## config.mk

```make
export PLATFORM = sky130hd
export DESIGN_NAME = dcsc_core
export DESIGN_NICKNAME = d
export VERILOG_FILES = /design/src/dcsc_chan.v /design/src/dcsc_core.v
export VERILOG_INCLUDE_DIRS = /design/src
export SDC_FILE = /design/constraint.sdc
export NUM_CORES = 2
export LEC_CHECK = 0
export BUFFER_PORTS_ARGS = -buffer_cell sky130_fd_sc_hd__buf_2
export CAP_MARGIN = 20
export CORE_MARGIN = 5
export CORE_UTILIZATION = 60
export CTS_CLUSTER_SIZE = 10
export DETAILED_ROUTE_END_ITERATION = 10
export GPL_ROUTABILITY_DRIVEN = 0
export GPL_TIMING_DRIVEN = 0
export HOLD_SLACK_MARGIN = 0.08
export PLACE_DENSITY = 0.85
export RECOVER_POWER = 50
export SLEW_MARGIN = 20
export SYNTH_ARGS = -nofsm -noshare
export SYNTH_HDL_FRONTEND = slang
export SYNTH_HIERARCHICAL = 1
export SYNTH_SLANG_ARGS = --single-unit
```

## constraint.sdc

```tcl
create_clock -name clk -period 6.25 [get_ports clk]
set_clock_uncertainty 0.05 [all_clocks]
set_input_delay 0 -clock clk [delete_from_list [all_inputs] [get_ports clk]]
set_output_delay 0 -clock clk [all_outputs]
set_load 0.01 [all_outputs]
```

## src/dcsc_map.vh

```
// constants of the channel source controller: register map, command word fields,
// opcodes, keyword codes, error codes, level limits and status bit positions.
// assumes a 32-bit word-addressed register bus with byte offsets below 8'hFF.
`ifndef DCSC_MAP_VH
`define DCSC_MAP_VH
// register byte offsets
`define DCSC_CMD_OFS 8'h00
`define DCSC_VALUE_OFS 8'h04
`define DCSC_RESULT_OFS 8'h08
`define DCSC_STATUS_OFS 8'h0C
`define DCSC_MODE_OFS 8'h10
`define DCSC_JUMPER_OFS 8'h14
// status groups at 0x20/0x30/0x40: +0 condition, +4 event, +8 enable
`define DCSC_GRP_BASE 4'h2
`define DCSC_GRP_COUNT 4'h3
`define DCSC_SUB_COND 2'h0
`define DCSC_SUB_EVENT 2'h1
`define DCSC_SUB_ENABLE 2'h2
// command word fields
`define DCSC_OP_LSB 0
`define DCSC_OP_MSB 3
`define DCSC_CH_LSB 8
`define DCSC_CH_MSB 12
`define DCSC_KW_LSB 16
`define DCSC_KW_MSB 17
// opcodes
`define DCSC_OP_CI_SET 4'h1
`define DCSC_OP_CI_QRY 4'h2
`define DCSC_OP_CT_SET 4'h3
`define DCSC_OP_CT_QRY 4'h4
`define DCSC_OP_MODE_SET 4'h5
`define DCSC_OP_MODE_QRY 4'h6
`define DCSC_OP_VI_SET 4'h7
`define DCSC_OP_VI_QRY 4'h8
`define DCSC_OP_VT_SET 4'h9
`define DCSC_OP_VT_QRY 4'hA
`define DCSC_OP_RELAY_SET 4'hB
`define DCSC_OP_RELAY_QRY 4'hC
`define DCSC_OP_INIT 4'hD
`define DCSC_OP_TRIG 4'hE
// keyword codes
`define DCSC_KW_VAL 2'h0
`define DCSC_KW_MIN 2'h1
`define DCSC_KW_MAX 2'h2
`define DCSC_KW_DEF 2'h3
// error codes
`define DCSC_ERR_NONE 4'h0
`define DCSC_ERR_CH 4'h1
`define DCSC_ERR_MODE 4'h2
`define DCSC_ERR_ARMED 4'h3
`define DCSC_ERR_JUMPER 4'h4
`define DCSC_ERR_RANGE 4'h5
`define DCSC_ERR_OP 4'h6
// float32 levels and reply texts
`define DCSC_V_MAX 32'h41800000
`define DCSC_V_MIN 32'hC1800000
`define DCSC_I_MAX 32'h3CA3D70A
`define DCSC_I_MIN 32'hBCA3D70A
`define DCSC_LEVEL_RST 32'h00000000
`define DCSC_TXT_CURR 32'h43555252
`define DCSC_TXT_VOLT 32'h564F4C54
// status word and event bits
`define DCSC_ST_ERR_BIT 0
`define DCSC_ST_ARMED_BIT 1
`define DCSC_ST_CODE_LSB 4
`define DCSC_ST_CODE_MSB 7
`define DCSC_ST_SUM_LSB 8
`define DCSC_ST_SUM_MSB 10
`define DCSC_QUES_TRIG_IGN_BIT 9
`define DCSC_ESR_EXEC_BIT 4
`endif

```

## src/dcsc_chan.v

```verilog
// one output channel: mode, stored levels, pending triggered level, relay.
// assumes the controller sends at most one command strobe per cycle.
`timescale 1ns/1ns
`default_nettype none
`include "dcsc_map.vh"
module dcsc_chan (
  input wire clk,
  input wire reset_n,
  input wire load_strap,
  input wire prog_sel,
  input wire vi_cur,
  input wire set_mode,
  input wire mode_in,
  input wire set_imm,
  input wire set_trig,
  input wire [31:0] level_in,
  input wire fire,
  input wire set_relay,
  input wire relay_in,
  output reg mode_cur,
  output reg [31:0] imm_level,
  output reg [31:0] last_level,
  output reg relay,
  output reg [31:0] dac_level
);

reg [31:0] pend;
reg pend_ok;
reg [31:0] out_level;
reg next_mode;
reg [31:0] next_imm;
reg [31:0] next_last;
reg [31:0] next_pend;
reg next_pend_ok;
reg [31:0] next_out;
reg next_relay;

// next state, later strobes take precedence
always @* begin
  next_mode = mode_cur;
  next_imm = imm_level;
  next_last = last_level;
  next_pend = pend;
  next_pend_ok = pend_ok;
  next_out = out_level;
  next_relay = relay;
  if (fire && pend_ok) begin
    next_out = pend;
    next_pend_ok = 1'b0;
  end
  if (load_strap && !prog_sel) begin
    next_mode = vi_cur;
  end
  if (set_mode) begin
    next_mode = mode_in;
    next_relay = 1'b0;
    next_imm = `DCSC_LEVEL_RST;
    next_last = `DCSC_LEVEL_RST;
    next_out = `DCSC_LEVEL_RST;
    next_pend_ok = 1'b0;
  end
  if (set_imm) begin
    next_imm = level_in;
    next_last = level_in;
    next_out = level_in;
  end
  if (set_trig) begin
    next_pend = level_in;
    next_pend_ok = 1'b1;
    next_last = level_in;
  end
  if (set_relay) begin
    next_relay = relay_in;
  end
end

always @(posedge clk or negedge reset_n) begin
  if (!reset_n) begin
    mode_cur <= 1'b0;
    imm_level <= `DCSC_LEVEL_RST;
    last_level <= `DCSC_LEVEL_RST;
    pend <= `DCSC_LEVEL_RST;
    pend_ok <= 1'b0;
    out_level <= `DCSC_LEVEL_RST;
    relay <= 1'b0;
    dac_level <= `DCSC_LEVEL_RST;
  end else begin
    mode_cur <= next_mode;
    imm_level <= next_imm;
    last_level <= next_last;
    pend <= next_pend;
    pend_ok <= next_pend_ok;
    out_level <= next_out;
    relay <= next_relay;
    dac_level <= next_relay ? next_out : `DCSC_LEVEL_RST;
  end
end

endmodule // dcsc_chan
`default_nettype wire

```

## src/dcsc_core.v

```verilog
// command interpreter for the per-channel source control of a multichannel
// analog output module, with an AHB-Lite register slave.
// assumes single whole-word transfers and one clock; jumpers are static levels.
//
// The placing of the registers and the AHB-Lite register port are this design's own decisions.
`timescale 1ns/1ns
`default_nettype none
`include "dcsc_map.vh"
module dcsc_core #(
  parameter NUM_CH = 8
) (
  input wire clk,
  input wire reset_n,
  input wire hsel,
  input wire [31:0] haddr,
  input wire [1:0] htrans,
  input wire hwrite,
  input wire [2:0] hsize,
  input wire [31:0] hwdata,
  input wire hready,
  output wire hreadyout,
  output wire hresp,
  output reg [31:0] hrdata,
  input wire [NUM_CH-1:0] prog_sel_jumper,
  input wire [NUM_CH-1:0] vi_cur_jumper,
  input wire trig_in,
  output wire [NUM_CH-1:0] ch_mode_cur,
  output wire [NUM_CH-1:0] relay_closed,
  output wire [NUM_CH*32-1:0] dac_level,
  output reg armed
);

localparam [5:0] NCH = NUM_CH[5:0];

reg wr_q, err_flag, init_done;
reg [7:0] addr_q;
reg [31:0] value_reg, result, next_result, kw_level, rd_mux, st_word;
reg [3:0] err_code, next_err;
reg do_mode, do_imm, do_trig, do_relay, do_init, do_swtrig, res_load;
wire [511:0] imm_bus, last_bus;
wire [15:0] mode16, relay16, prog16, vi16;
wire [47:0] ev_all, en_all;
wire [2:0] summ;

// zero-wait slave; only word transfers are issued, so hsize is not decoded
wire acc = hsel && hready && htrans[1];
wire rd_go = acc && !hwrite;
assign hreadyout = 1'b1;
assign hresp = 1'b0;

// address phase capture
always @(posedge clk or negedge reset_n) begin
  if (!reset_n) begin
    wr_q <= 1'b0;
    addr_q <= 8'h00;
  end else begin
    wr_q <= acc && hwrite;
    if (acc) begin
      addr_q <= haddr[7:0];
    end
  end
end

// command fields are decoded straight from the data phase
wire cmd_go = wr_q && (addr_q == `DCSC_CMD_OFS);
wire [3:0] op = hwdata[`DCSC_OP_MSB:`DCSC_OP_LSB];
wire [4:0] idx = hwdata[`DCSC_CH_MSB:`DCSC_CH_LSB];
wire [1:0] kw = hwdata[`DCSC_KW_MSB:`DCSC_KW_LSB];
wire [4:0] ch = idx - 5'h01;
wire ch_ok = (idx != 5'h00) && ({1'b0, idx} <= NCH);
wire sel_cur = mode16[ch[3:0]];
wire sel_prog = prog16[ch[3:0]];
wire sel_relay = relay16[ch[3:0]];
wire [31:0] sel_imm = imm_bus[ch[3:0]*32 +: 32];
wire [31:0] sel_last = last_bus[ch[3:0]*32 +: 32];
wire op_cur = (op == `DCSC_OP_CI_SET) || (op == `DCSC_OP_CI_QRY) ||
              (op == `DCSC_OP_CT_SET) || (op == `DCSC_OP_CT_QRY);
wire op_trig = (op == `DCSC_OP_CT_SET) || (op == `DCSC_OP_VT_SET);
wire [31:0] lim_pos = op_cur ? `DCSC_I_MAX : `DCSC_V_MAX;
wire [31:0] lim_neg = op_cur ? `DCSC_I_MIN : `DCSC_V_MIN;
// magnitude compare on raw bits; NaN and infinity fail
wire range_ok = (kw != `DCSC_KW_VAL) || (value_reg[30:0] <= lim_pos[30:0]);
wire [31:0] level_arg = (kw == `DCSC_KW_VAL) ? value_reg : kw_level;

always @* begin
  case (kw)
    `DCSC_KW_MIN: kw_level = lim_neg;
    `DCSC_KW_MAX: kw_level = lim_pos;
    default: kw_level = `DCSC_LEVEL_RST;
  endcase
end

always @* begin
  next_err = `DCSC_ERR_NONE;
  do_mode = 1'b0;
  do_imm = 1'b0;
  do_trig = 1'b0;
  do_relay = 1'b0;
  do_init = 1'b0;
  do_swtrig = 1'b0;
  res_load = 1'b0;
  next_result = result;
  if (cmd_go) begin
    case (op)
      `DCSC_OP_CI_SET, `DCSC_OP_CT_SET, `DCSC_OP_VI_SET, `DCSC_OP_VT_SET: begin
        if (!ch_ok) begin
          next_err = `DCSC_ERR_CH;
        end else if (op_trig && armed) begin
          next_err = `DCSC_ERR_ARMED;
        end else if (sel_cur != op_cur) begin
          next_err = `DCSC_ERR_MODE;
        end else if (!range_ok) begin
          next_err = `DCSC_ERR_RANGE;
        end else begin
          do_trig = op_trig;
          do_imm = !op_trig;
        end
      end
      `DCSC_OP_CI_QRY, `DCSC_OP_CT_QRY, `DCSC_OP_VI_QRY, `DCSC_OP_VT_QRY: begin
        if (!ch_ok) begin
          next_err = `DCSC_ERR_CH;
        end else if (sel_cur != op_cur) begin
          next_err = `DCSC_ERR_MODE;
        end else begin
          res_load = 1'b1;
          if (kw != `DCSC_KW_VAL) begin
            next_result = kw_level;
          end else if ((op == `DCSC_OP_CT_QRY) || (op == `DCSC_OP_VT_QRY)) begin
            next_result = sel_last;
          end else begin
            next_result = sel_imm;
          end
        end
      end
      `DCSC_OP_MODE_SET: begin
        if (!ch_ok) begin
          next_err = `DCSC_ERR_CH;
        end else if (armed) begin
          next_err = `DCSC_ERR_ARMED;
        end else if (!sel_prog) begin
          next_err = `DCSC_ERR_JUMPER;
        end else begin
          do_mode = 1'b1;
        end
      end
      `DCSC_OP_MODE_QRY: begin
        if (!ch_ok) begin
          next_err = `DCSC_ERR_CH;
        end else begin
          res_load = 1'b1;
          next_result = sel_cur ? `DCSC_TXT_CURR : `DCSC_TXT_VOLT;
        end
      end
      `DCSC_OP_RELAY_SET: begin
        if (!ch_ok) begin
          next_err = `DCSC_ERR_CH;
        end else begin
          do_relay = 1'b1;
        end
      end
      `DCSC_OP_RELAY_QRY: begin
        if (!ch_ok) begin
          next_err = `DCSC_ERR_CH;
        end else begin
          res_load = 1'b1;
          next_result = {31'h00000000, sel_relay};
        end
      end
      `DCSC_OP_INIT: begin
        do_init = 1'b1;
      end
      `DCSC_OP_TRIG: begin
        do_swtrig = 1'b1;
      end
      default: begin
        next_err = `DCSC_ERR_OP;
      end
    endcase
  end
end

wire cmd_err = (next_err != `DCSC_ERR_NONE);
wire trig_any = trig_in || do_swtrig;
wire fire = armed && trig_any;
wire trig_ign = trig_any && !armed;

// software registers, error flag, arming, strap capture
always @(posedge clk or negedge reset_n) begin
  if (!reset_n) begin
    value_reg <= `DCSC_LEVEL_RST;
    result <= `DCSC_LEVEL_RST;
    err_flag <= 1'b0;
    err_code <= `DCSC_ERR_NONE;
    armed <= 1'b0;
    init_done <= 1'b0;
  end else begin
    init_done <= 1'b1;
    if (wr_q && (addr_q == `DCSC_VALUE_OFS)) begin
      value_reg <= hwdata;
    end
    if (res_load) begin
      result <= next_result;
    end
    // a new error beats a write-one clear in the same cycle
    if (cmd_err) begin
      err_flag <= 1'b1;
      err_code <= next_err;
    end else if (wr_q && (addr_q == `DCSC_STATUS_OFS) && hwdata[`DCSC_ST_ERR_BIT]) begin
      err_flag <= 1'b0;
    end
    if (fire) begin
      armed <= 1'b0;
    end else if (do_init) begin
      armed <= 1'b1;
    end
  end
end

// channel array, padded to sixteen slots for the read muxes
genvar i;
generate
  for (i = 0; i < 16; i = i + 1) begin : g_ch
    localparam [31:0] CI_W = i;
    localparam [4:0] CI = CI_W[4:0];
    if (i < NUM_CH) begin : g_on
      assign prog16[i] = prog_sel_jumper[i];
      assign vi16[i] = vi_cur_jumper[i];
      assign ch_mode_cur[i] = mode16[i];
      assign relay_closed[i] = relay16[i];
      dcsc_chan u_chan (
        .clk(clk),
        .reset_n(reset_n),
        .load_strap(!init_done),
        .prog_sel(prog_sel_jumper[i]),
        .vi_cur(vi_cur_jumper[i]),
        .set_mode(do_mode && (ch == CI)),
        .mode_in(value_reg[0]),
        .set_imm(do_imm && (ch == CI)),
        .set_trig(do_trig && (ch == CI)),
        .level_in(level_arg),
        .fire(fire),
        .set_relay(do_relay && (ch == CI)),
        .relay_in(value_reg[0]),
        .mode_cur(mode16[i]),
        .imm_level(imm_bus[i*32 +: 32]),
        .last_level(last_bus[i*32 +: 32]),
        .relay(relay16[i]),
        .dac_level(dac_level[i*32 +: 32])
      );
    end else begin : g_off
      assign prog16[i] = 1'b0;
      assign vi16[i] = 1'b0;
      assign mode16[i] = 1'b0;
      assign relay16[i] = 1'b0;
      assign imm_bus[i*32 +: 32] = `DCSC_LEVEL_RST;
      assign last_bus[i*32 +: 32] = `DCSC_LEVEL_RST;
    end
  end
endgenerate

// event sources: questionable trigger-ignored, standard execution error
wire [15:0] ques_set = {16{trig_ign}} & (16'h0001 << `DCSC_QUES_TRIG_IGN_BIT);
wire [15:0] esr_set = {16{cmd_err}} & (16'h0001 << `DCSC_ESR_EXEC_BIT);
wire [47:0] ev_set = {esr_set, ques_set, 16'h0000};

genvar g;
generate
  for (g = 0; g < 3; g = g + 1) begin : g_grp
    localparam [31:0] GB_W = `DCSC_GRP_BASE + g;
    localparam [3:0] GB = GB_W[3:0];
    reg [15:0] ev;
    reg [15:0] en;
    wire clr = rd_go && (haddr[7:4] == GB) && (haddr[3:2] == `DCSC_SUB_EVENT);
    // read clears, but a set in the same cycle survives
    always @(posedge clk or negedge reset_n) begin
      if (!reset_n) begin
        ev <= 16'h0000;
        en <= 16'h0000;
      end else begin
        ev <= (clr ? 16'h0000 : ev) | ev_set[g*16 +: 16];
        if (wr_q && (addr_q[7:4] == GB) && (addr_q[3:2] == `DCSC_SUB_ENABLE)) begin
          en <= hwdata[15:0];
        end
      end
    end
    assign ev_all[g*16 +: 16] = ev;
    assign en_all[g*16 +: 16] = en;
    assign summ[g] = |(ev & en);
  end
endgenerate

// status word layout
always @* begin
  st_word = 32'h00000000;
  st_word[`DCSC_ST_ERR_BIT] = err_flag;
  st_word[`DCSC_ST_ARMED_BIT] = armed;
  st_word[`DCSC_ST_CODE_MSB:`DCSC_ST_CODE_LSB] = err_code;
  st_word[`DCSC_ST_SUM_MSB:`DCSC_ST_SUM_LSB] = summ;
end

// read mux on the address phase; conditions are all zero since only events exist
wire [3:0] gidx = haddr[7:4] - `DCSC_GRP_BASE;
always @* begin
  case (haddr[7:0])
    `DCSC_VALUE_OFS: rd_mux = value_reg;
    `DCSC_RESULT_OFS: rd_mux = result;
    `DCSC_STATUS_OFS: rd_mux = st_word;
    `DCSC_MODE_OFS: rd_mux = {relay16, mode16};
    `DCSC_JUMPER_OFS: rd_mux = {vi16, prog16};
    default: begin
      rd_mux = 32'h00000000;
      if ((gidx < `DCSC_GRP_COUNT) && (haddr[3:2] == `DCSC_SUB_EVENT)) begin
        rd_mux = {16'h0000, ev_all[gidx[1:0]*16 +: 16]};
      end else if ((gidx < `DCSC_GRP_COUNT) && (haddr[3:2] == `DCSC_SUB_ENABLE)) begin
        rd_mux = {16'h0000, en_all[gidx[1:0]*16 +: 16]};
      end
    end
  endcase
end

// read data registered so it stands through the data phase
always @(posedge clk or negedge reset_n) begin
  if (!reset_n) begin
    hrdata <= 32'h00000000;
  end else if (rd_go) begin
    hrdata <= rd_mux;
  end
end

endmodule // dcsc_core
`default_nettype wire

```

---- After elaboration in Yosys (flattened, before gate mapping) ----
Index checks and enable logic that the tools add are counted.
word-level totals
  register bits after elaboration ......... 1496
  bits in latches ......................... 0
  bits in writable memories ............... 0
  memories ................................ 0
  input bits .............................. 91
  memory bits (read-only) ................. 0
  word-level logic and storage cells ...... 454
cells by class
  bitwise operators ....................... 4
  mux-type cells .......................... 179
  shift operators ......................... 4
  $add $sub $neg .......................... 2
  order comparisons ....................... 4
  reduce and logical (&&, ||, !) cells .... 140
  $mul .................................... 0
  equal/unequal tests ..................... 43
  divide/modulo/power cells ............... 0
operator list
  cell                                                                   count
  32-bit two-way mux                                                     63
  512-bit by 10-bit variable part select with 32-bit output              2
  32-bit case mux with 5 select lines                                    1
  32-bit case mux with 3 select lines                                    1
  48-bit by 7-bit variable part select with 16-bit output                2
  1-bit two-way mux                                                      91
  1-bit logical AND                                                      72
  16-bit two-way mux                                                     4
  32-bit case mux with 2 select lines                                    1
  31-bit two-way mux                                                     2
  3-bit nonzero test                                                     17
  2-bit nonzero test                                                     19
  16-bit bitwise AND                                                     2
  16-bit OR reduction                                                    2
  31-bit <= comparator                                                   1
  29-bit two-way mux                                                     1
  4-bit equality test, second input constant                             7
  4-bit by 3-bit equality test with 1-bit output, second input constant  6
  8-bit by 4-bit equality test with 1-bit output, second input constant  3
  3-bit two-way mux                                                      7
  4-bit by 2-bit equality test with 1-bit output, second input constant  5
  5-bit by 3-bit equality test with 1-bit output, second input constant  4
  8-bit by 3-bit equality test with 1-bit output, second input constant  2
  8-bit by 5-bit equality test with 1-bit output, second input constant  2
  30 further kinds                                                       59

---- Longest topological paths before layout ----
  depth in word-level cells ............... 16
  gate-level depth with buffers ........... 19
  mapped depth without buffers ............ 15

---- By module ----
Netlist, hierarchy kept.
by module, submodules not included
  module     sequential area each (sq um)  area an instance (sq um)  instances  cells an instance
  dcsc_chan  4078.9                        6580.1                    8          600
  dcsc_core  4028.9                        13260.2                   1          1236

---- Least setup slack after synthesis ----
No wires, ideal clock.
  path type ............................... input to register
  start ................................... input hwdata[0]
  end ..................................... register g_ch[4].g_on.u_chan.pend[10]
  buffers on the path ..................... 3
  slack ................................... 2.770 ns
  stages on the path ...................... 15
  data arrival time ....................... 3.304 ns
  setup time .............................. 0.125 ns
  cells stage by stage .................... buf_2 nor2_1 xnor2_1 and2_1 inv_1 ha_1 nor4bb_1 nand4_1 o21a_1 a21oi_1 nand4_1 nor2_1 buf_2 buf_2 mux2_2
between the ends
  cells in the longest elaborated chain, start to end .. 14
  elaborated cells between the ends (all ways) .. 26
  those cells by class .................... order compare (1); eq/ne (7); mux (10); reduce/logical (8)
ends and longest elaborated chain
  item                                                                                                              RTL line         text
  start, declared                                                                                                   dcsc_core.v:19   input wire [31:0] hwdata,
  4-bit by 1-bit equality test with 1-bit output or 4-bit by 2-bit equality test with 1-bit output (tied branches)  n/a
  1-bit logical OR (3 in a row)                                                                                     dcsc_core.v:76   wire op_cur = (op == `DCSC_OP_CI_SET) || (op == `DCSC_OP_CI_QRY) ||
  31-bit two-way mux (no line)                                                                                      n/a
  31-bit <= comparator                                                                                              dcsc_core.v:82   wire range_ok = (kw != `DCSC_KW_VAL) || (value_reg[30:0] <= lim_pos[30:0]);
  1-bit logical OR                                                                                                  dcsc_core.v:82
  1-bit two-way mux                                                                                                 dcsc_core.v:112  end else if (!range_ok) begin
  1-bit two-way mux                                                                                                 dcsc_core.v:110  end else if (sel_cur != op_cur) begin
  1-bit two-way mux                                                                                                 dcsc_core.v:108  end else if (op_trig && armed) begin
  1-bit two-way mux                                                                                                 dcsc_core.v:106  if (!ch_ok) begin
  1-bit two-way mux                                                                                                 dcsc_core.v:104  case (op)
  1-bit two-way mux                                                                                                 dcsc_core.v:103  if (cmd_go) begin
  1-bit logical AND                                                                                                 dcsc_core.v:239  .set_trig(do_trig && (ch == CI)),
  end signal, assigned                                                                                              dcsc_chan.v:82   pend <= `DCSC_LEVEL_RST;
  end signal, assigned                                                                                              dcsc_chan.v:91   pend <= next_pend;
  end, declared                                                                                                     dcsc_chan.v:27   reg [31:0] pend;
Parallel ways exist; a longest one is shown, timed or not.
A chain may end at the register's enable or synchronous reset.

---- Worst setup path after layout ----
  start ................................... input hwdata[1]
  end ..................................... register g_ch[1].g_on.u_chan.pend[21]
between the ends
  cells in the longest elaborated chain, start to end .. 14
  elaborated cells between the ends (all ways) .. 26
  those cells by class .................... order compare (1); eq/ne (7); mux (10); reduce/logical (8)
ends and longest elaborated chain
  item                                                                                                              RTL line
  4-bit by 1-bit equality test with 1-bit output or 4-bit by 2-bit equality test with 1-bit output (tied branches)  n/a
  1-bit logical OR (3 in a row)                                                                                     dcsc_core.v:76
  31-bit two-way mux (no line)                                                                                      n/a
  31-bit <= comparator                                                                                              dcsc_core.v:82
  1-bit logical OR                                                                                                  dcsc_core.v:82
  1-bit two-way mux                                                                                                 dcsc_core.v:112
  1-bit two-way mux                                                                                                 dcsc_core.v:110
  1-bit two-way mux                                                                                                 dcsc_core.v:108
  1-bit two-way mux                                                                                                 dcsc_core.v:106
  1-bit two-way mux                                                                                                 dcsc_core.v:104
  1-bit two-way mux                                                                                                 dcsc_core.v:103
  1-bit logical AND                                                                                                 dcsc_core.v:239
  end signal, assigned                                                                                              dcsc_chan.v:82
  end signal, assigned                                                                                              dcsc_chan.v:91
  end, declared                                                                                                     dcsc_chan.v:27
Parallel ways exist; a longest one is shown, timed or not.

==> out/qor.txt <==
R2r endpoint: g_ch[1].g_on.u_chan/pend[21]
Total congestion overflow: 0
Number of synthesized flops with an enable pin: 0
Crit Path Category: primary input to flip-flop
Pin count of the biggest net entering global routing: 148
Vias in the first global route: 55,908
Worst path cell trace: dlygate4sd3_1, buf_2, buf_2, nor2_1, xnor2_1, and2_1, inv_1, ha_1, nor4bb_1, nand4_1, o21a_1, a21oi_1, nand4_1, nor2_1, buf_2, buf_2, mux2_2
RSZ-0062 raised after global routing: false
Max-slew headroom: -119%
Die Width: 341 um
FF+latch count, synth: 1,465
Clock Sinks: 1,465
CP endpoint: g_ch[1].g_on.u_chan/pend[21]
Tcrit/Tclk final: 96.6%
R2r setup slk: 1.25 ns
Synthesis Warnings: 6
Sw power: 4510 uW
FP Rows: 121
Fmax: 166 MHz
PwrDens: 255 nW/um2
Hold Violations, Final: 0
1st-pass router iterations: 11
Clock buffer count from CTS: 168
DR iter-0 viols: 8,006
Area Overhead vs Synth: 15.2%
Status: complete, but fails checks
Top-area cell type share of the netlist area: 55.6%
Flop pwr share: 49.9%
Hold WS: 0.258 ns
Fill cells: 7,404
Most used DFF post-synth: dfrtp_1
Number of port buffers: 365
Cell area after synthesis: 65,900 um2
Failing checks: design-rule violations, max-capacitance violations, max-slew violations
Clock Power Share: 45.0%
Startpoint Class: primary input
Fin crit period: 6.04 ns
Worst Setup SP: hwdata[1]
VDD IR-drop max: 235 uV
Placed wire-length estimate: 161,000 um
H-Tree Level Count: 4
Placeable Area: 109,000 um2
Die area: 117,000 um2
Die Span Y: 341 um
Skew-Pair Late Insertion Delay: 0.78 ns
First-pass GRT wire length: 351,000 um
Initial Utilization: 60.5%
Slowest CP cell: nand4_1
# setup viols final: 0
CP required: 6.83 ns
R2R depth: 10
Largest stage delay, worst path: 1.12 ns
Cell variety after synth: 79
Worst r2r src: value_reg[14]
Slew Viols, Final: 855
Register area: 36,700 um2
Ys async rst share: 100%
Internal power: 14,800 uW
Max-Cap Viols: 7
Mean Syn Cell Area: 10.9 um2
Syn Inst Count: 6,036
Initial antenna violation count: 25
Switching share of power: 23.3%
Num ports: 398
Worst EP arrival: 6.62 ns
Worst slew pin tran: 3.28 ns
Clock-pin slew on the worst setup and hold paths: 0.05 ns
CP dominant cell by count: buf_2
Bufs on Longest Clock Path: 3
Leak: 0.0380 uW
Sum Neg Setup Slack: 0 ns
Synth area leaders: dfrtp_1 56%, nand2_1 7.9%, mux2_2 5.9%
Gr usage total: 40.3%
# DRC: 22
Vias per cell: 6.69
Layout Nets: 6,848
Power consumption: 19,300 uW
Max FO, Critical Path: 17
Logic pwr share: 5.1%
Post-Route WL: 237,000 um
Clk root buf: clkbuf_16
Post-DRT Antenna Nets: 0
Share of layout cells above drive strength 1: 19.5%
TritonCTS clock tree: built
Sequential fraction of the synthesis area: 55.6%
Setup crit end kind: flip-flop
Hold Path Class: primary input to flip-flop
Multi-input gate area: 26,700 um2
Vias: 54,804
Wirelength per Cell: 28.9 um
Cell taking the most area after synthesis: dfrtp_1
-- cells in the final DEF, fill, tap and decap left out, drive strengths merged, types with 8 or more instances in the layout --
cell and count:
a21oi 337, clkbuf 680, and2 17, mux4 134, nor3b 10, inv 31, dfrtp 1465, nor2b 8
mux2 344, nor4 10, nand3 19, nand2b 274, a21boi 257, clkinv 13, nor2 135, a21o 21
nor3 27, a222oi 8, buf 354, or2 10, mux2i 71, o21ai 585, diode 22, dlygate4sd3 114
ha 27, o221a 12, a22oi 50, nand2 1392, and3 260
-- stage by stage --
| stage | instances | instance area (um2) | setup slack [ns] | util [%] |
|---|---|---|---|---|
| final | 8195 | 75900 | 0.211 | 69.7 |
| after global routing | 8177 | 75900 | 0.140 | 69.6 |
| after CTS | 8173 | 76500 | 0.911 | 70.1 |
| after detailed placement | 7859 | 70700 | 0.739 | 64.8 |
| after global placement | 7816 | 69500 | -26.29 | 63.8 |
| after floorplan | 6037 | 65900 | 2.77 | - |
-- Yosys cell counts (all sizes together), types with 6 or more instances --
| library cell | n |
|---|---|
| a21boi | 257 |
| a21o | 21 |
| a21oi | 337 |
| a222oi | 8 |
| a22o | 6 |
| a22oi | 50 |
| a31oi | 6 |
| and2 | 17 |
| and3 | 260 |
| buf | 264 |
| clkbuf | 176 |
| dfrtp | 1465 |
| ha | 27 |
| inv | 29 |
| mux2 | 344 |
| mux2i | 71 |
| mux4 | 134 |
| nand2 | 1392 |
| nand2b | 274 |
| nand3 | 19 |
| nor2 | 135 |
| nor2b | 8 |
| nor3 | 27 |
| nor3b | 10 |
| nor4 | 10 |
| o211ai | 6 |
| o21ai | 585 |
| o221a | 12 |
| or2 | 10 |
-- per-layer routing --
metal | share of wire (%) | up-vias | global-route usage [%]
li1 | - | 22109 | -
met1 | 32 | 26672 | 45.9
met2 | 43 | 4457 | 58.8
met3 | 14 | 1546 | 17.9
met4 | 11 | 20 | 32.4
met5 | 0.28 | - | 4.25
-- cell type report --
cell class                      count  share of cell area [%]
Antenna cell                       22                  0.0725
Buffer                            440                    3.28
Clock buffer                      185                    5.78
Clock inverter                     14                   0.270
Inverter                           32                   0.158
Multi-Input combinational cell   4100                    35.2
Sequential cell                  1465                    48.3
Tap cell                         1414                    2.33
Timing Repair Buffer              523                    4.66
-- cell families after synthesis --
group / synth area share (%)
AND/OR/NAND/NOR: 15.2
flip-flops: 55.6
AO/OA/AOI/OAI: 13.1
multiplexers: 11.5
buffers and inverters: 3.96
adder cells (fa/ha/maj): 0.513
XOR/XNOR: 0.0664
other: 0.0114
-- how the worst min path moves through the flow --
stage,start,endpoint,slack [ns],cells after the start
finish,hwdata[12],g_grp[1].en[12],0.26,3
global route,hwdata[12],g_grp[1].en[12],0.26,3
CTS,hwdata[12],g_grp[1].en[12],0.16,3
detailed placement,reset_n,g_ch[3].g_on.u_chan/dac_level[6],-0.13,1
global placement,hwrite,wr_q,0.20,3
floorplan,reset_n,addr_q[0],-0.35,0
-- critical path, delay by kind of cell --
family | cells | cell delay (ns)
AOI/OAI and AO/OA | 2 | 0.78
adders and majority gates | 1 | 0.43
xor gates and xnor gates | 1 | 0.15
buffers and inverters | 6 | 1.96
and+or+nand+nor | 6 | 2.89
muxes | 1 | 0.38
-- power groups by stage --
stage          clock, uW  combinational [uW]  sequential (uW)
5_1_grt             9160                1020             9640
6_report            8720                 986             9650
3_3_place_gp           0                 796             9810
3_5_place_dp           0                 874             9800
2_1_floorplan          0                 352             9770
4_1_cts             8760                 947             9630
-- repair_timing --
action / 4_1_cts / 5_1_grt
hold buffers: 115 / 0
setup buffers: 0 / 0
resized for setup: 0 / 0
setup endpoints to repair: 0 / 0
hold endpoints to repair: 445 / 0
(Power assumes the default switching activity.)
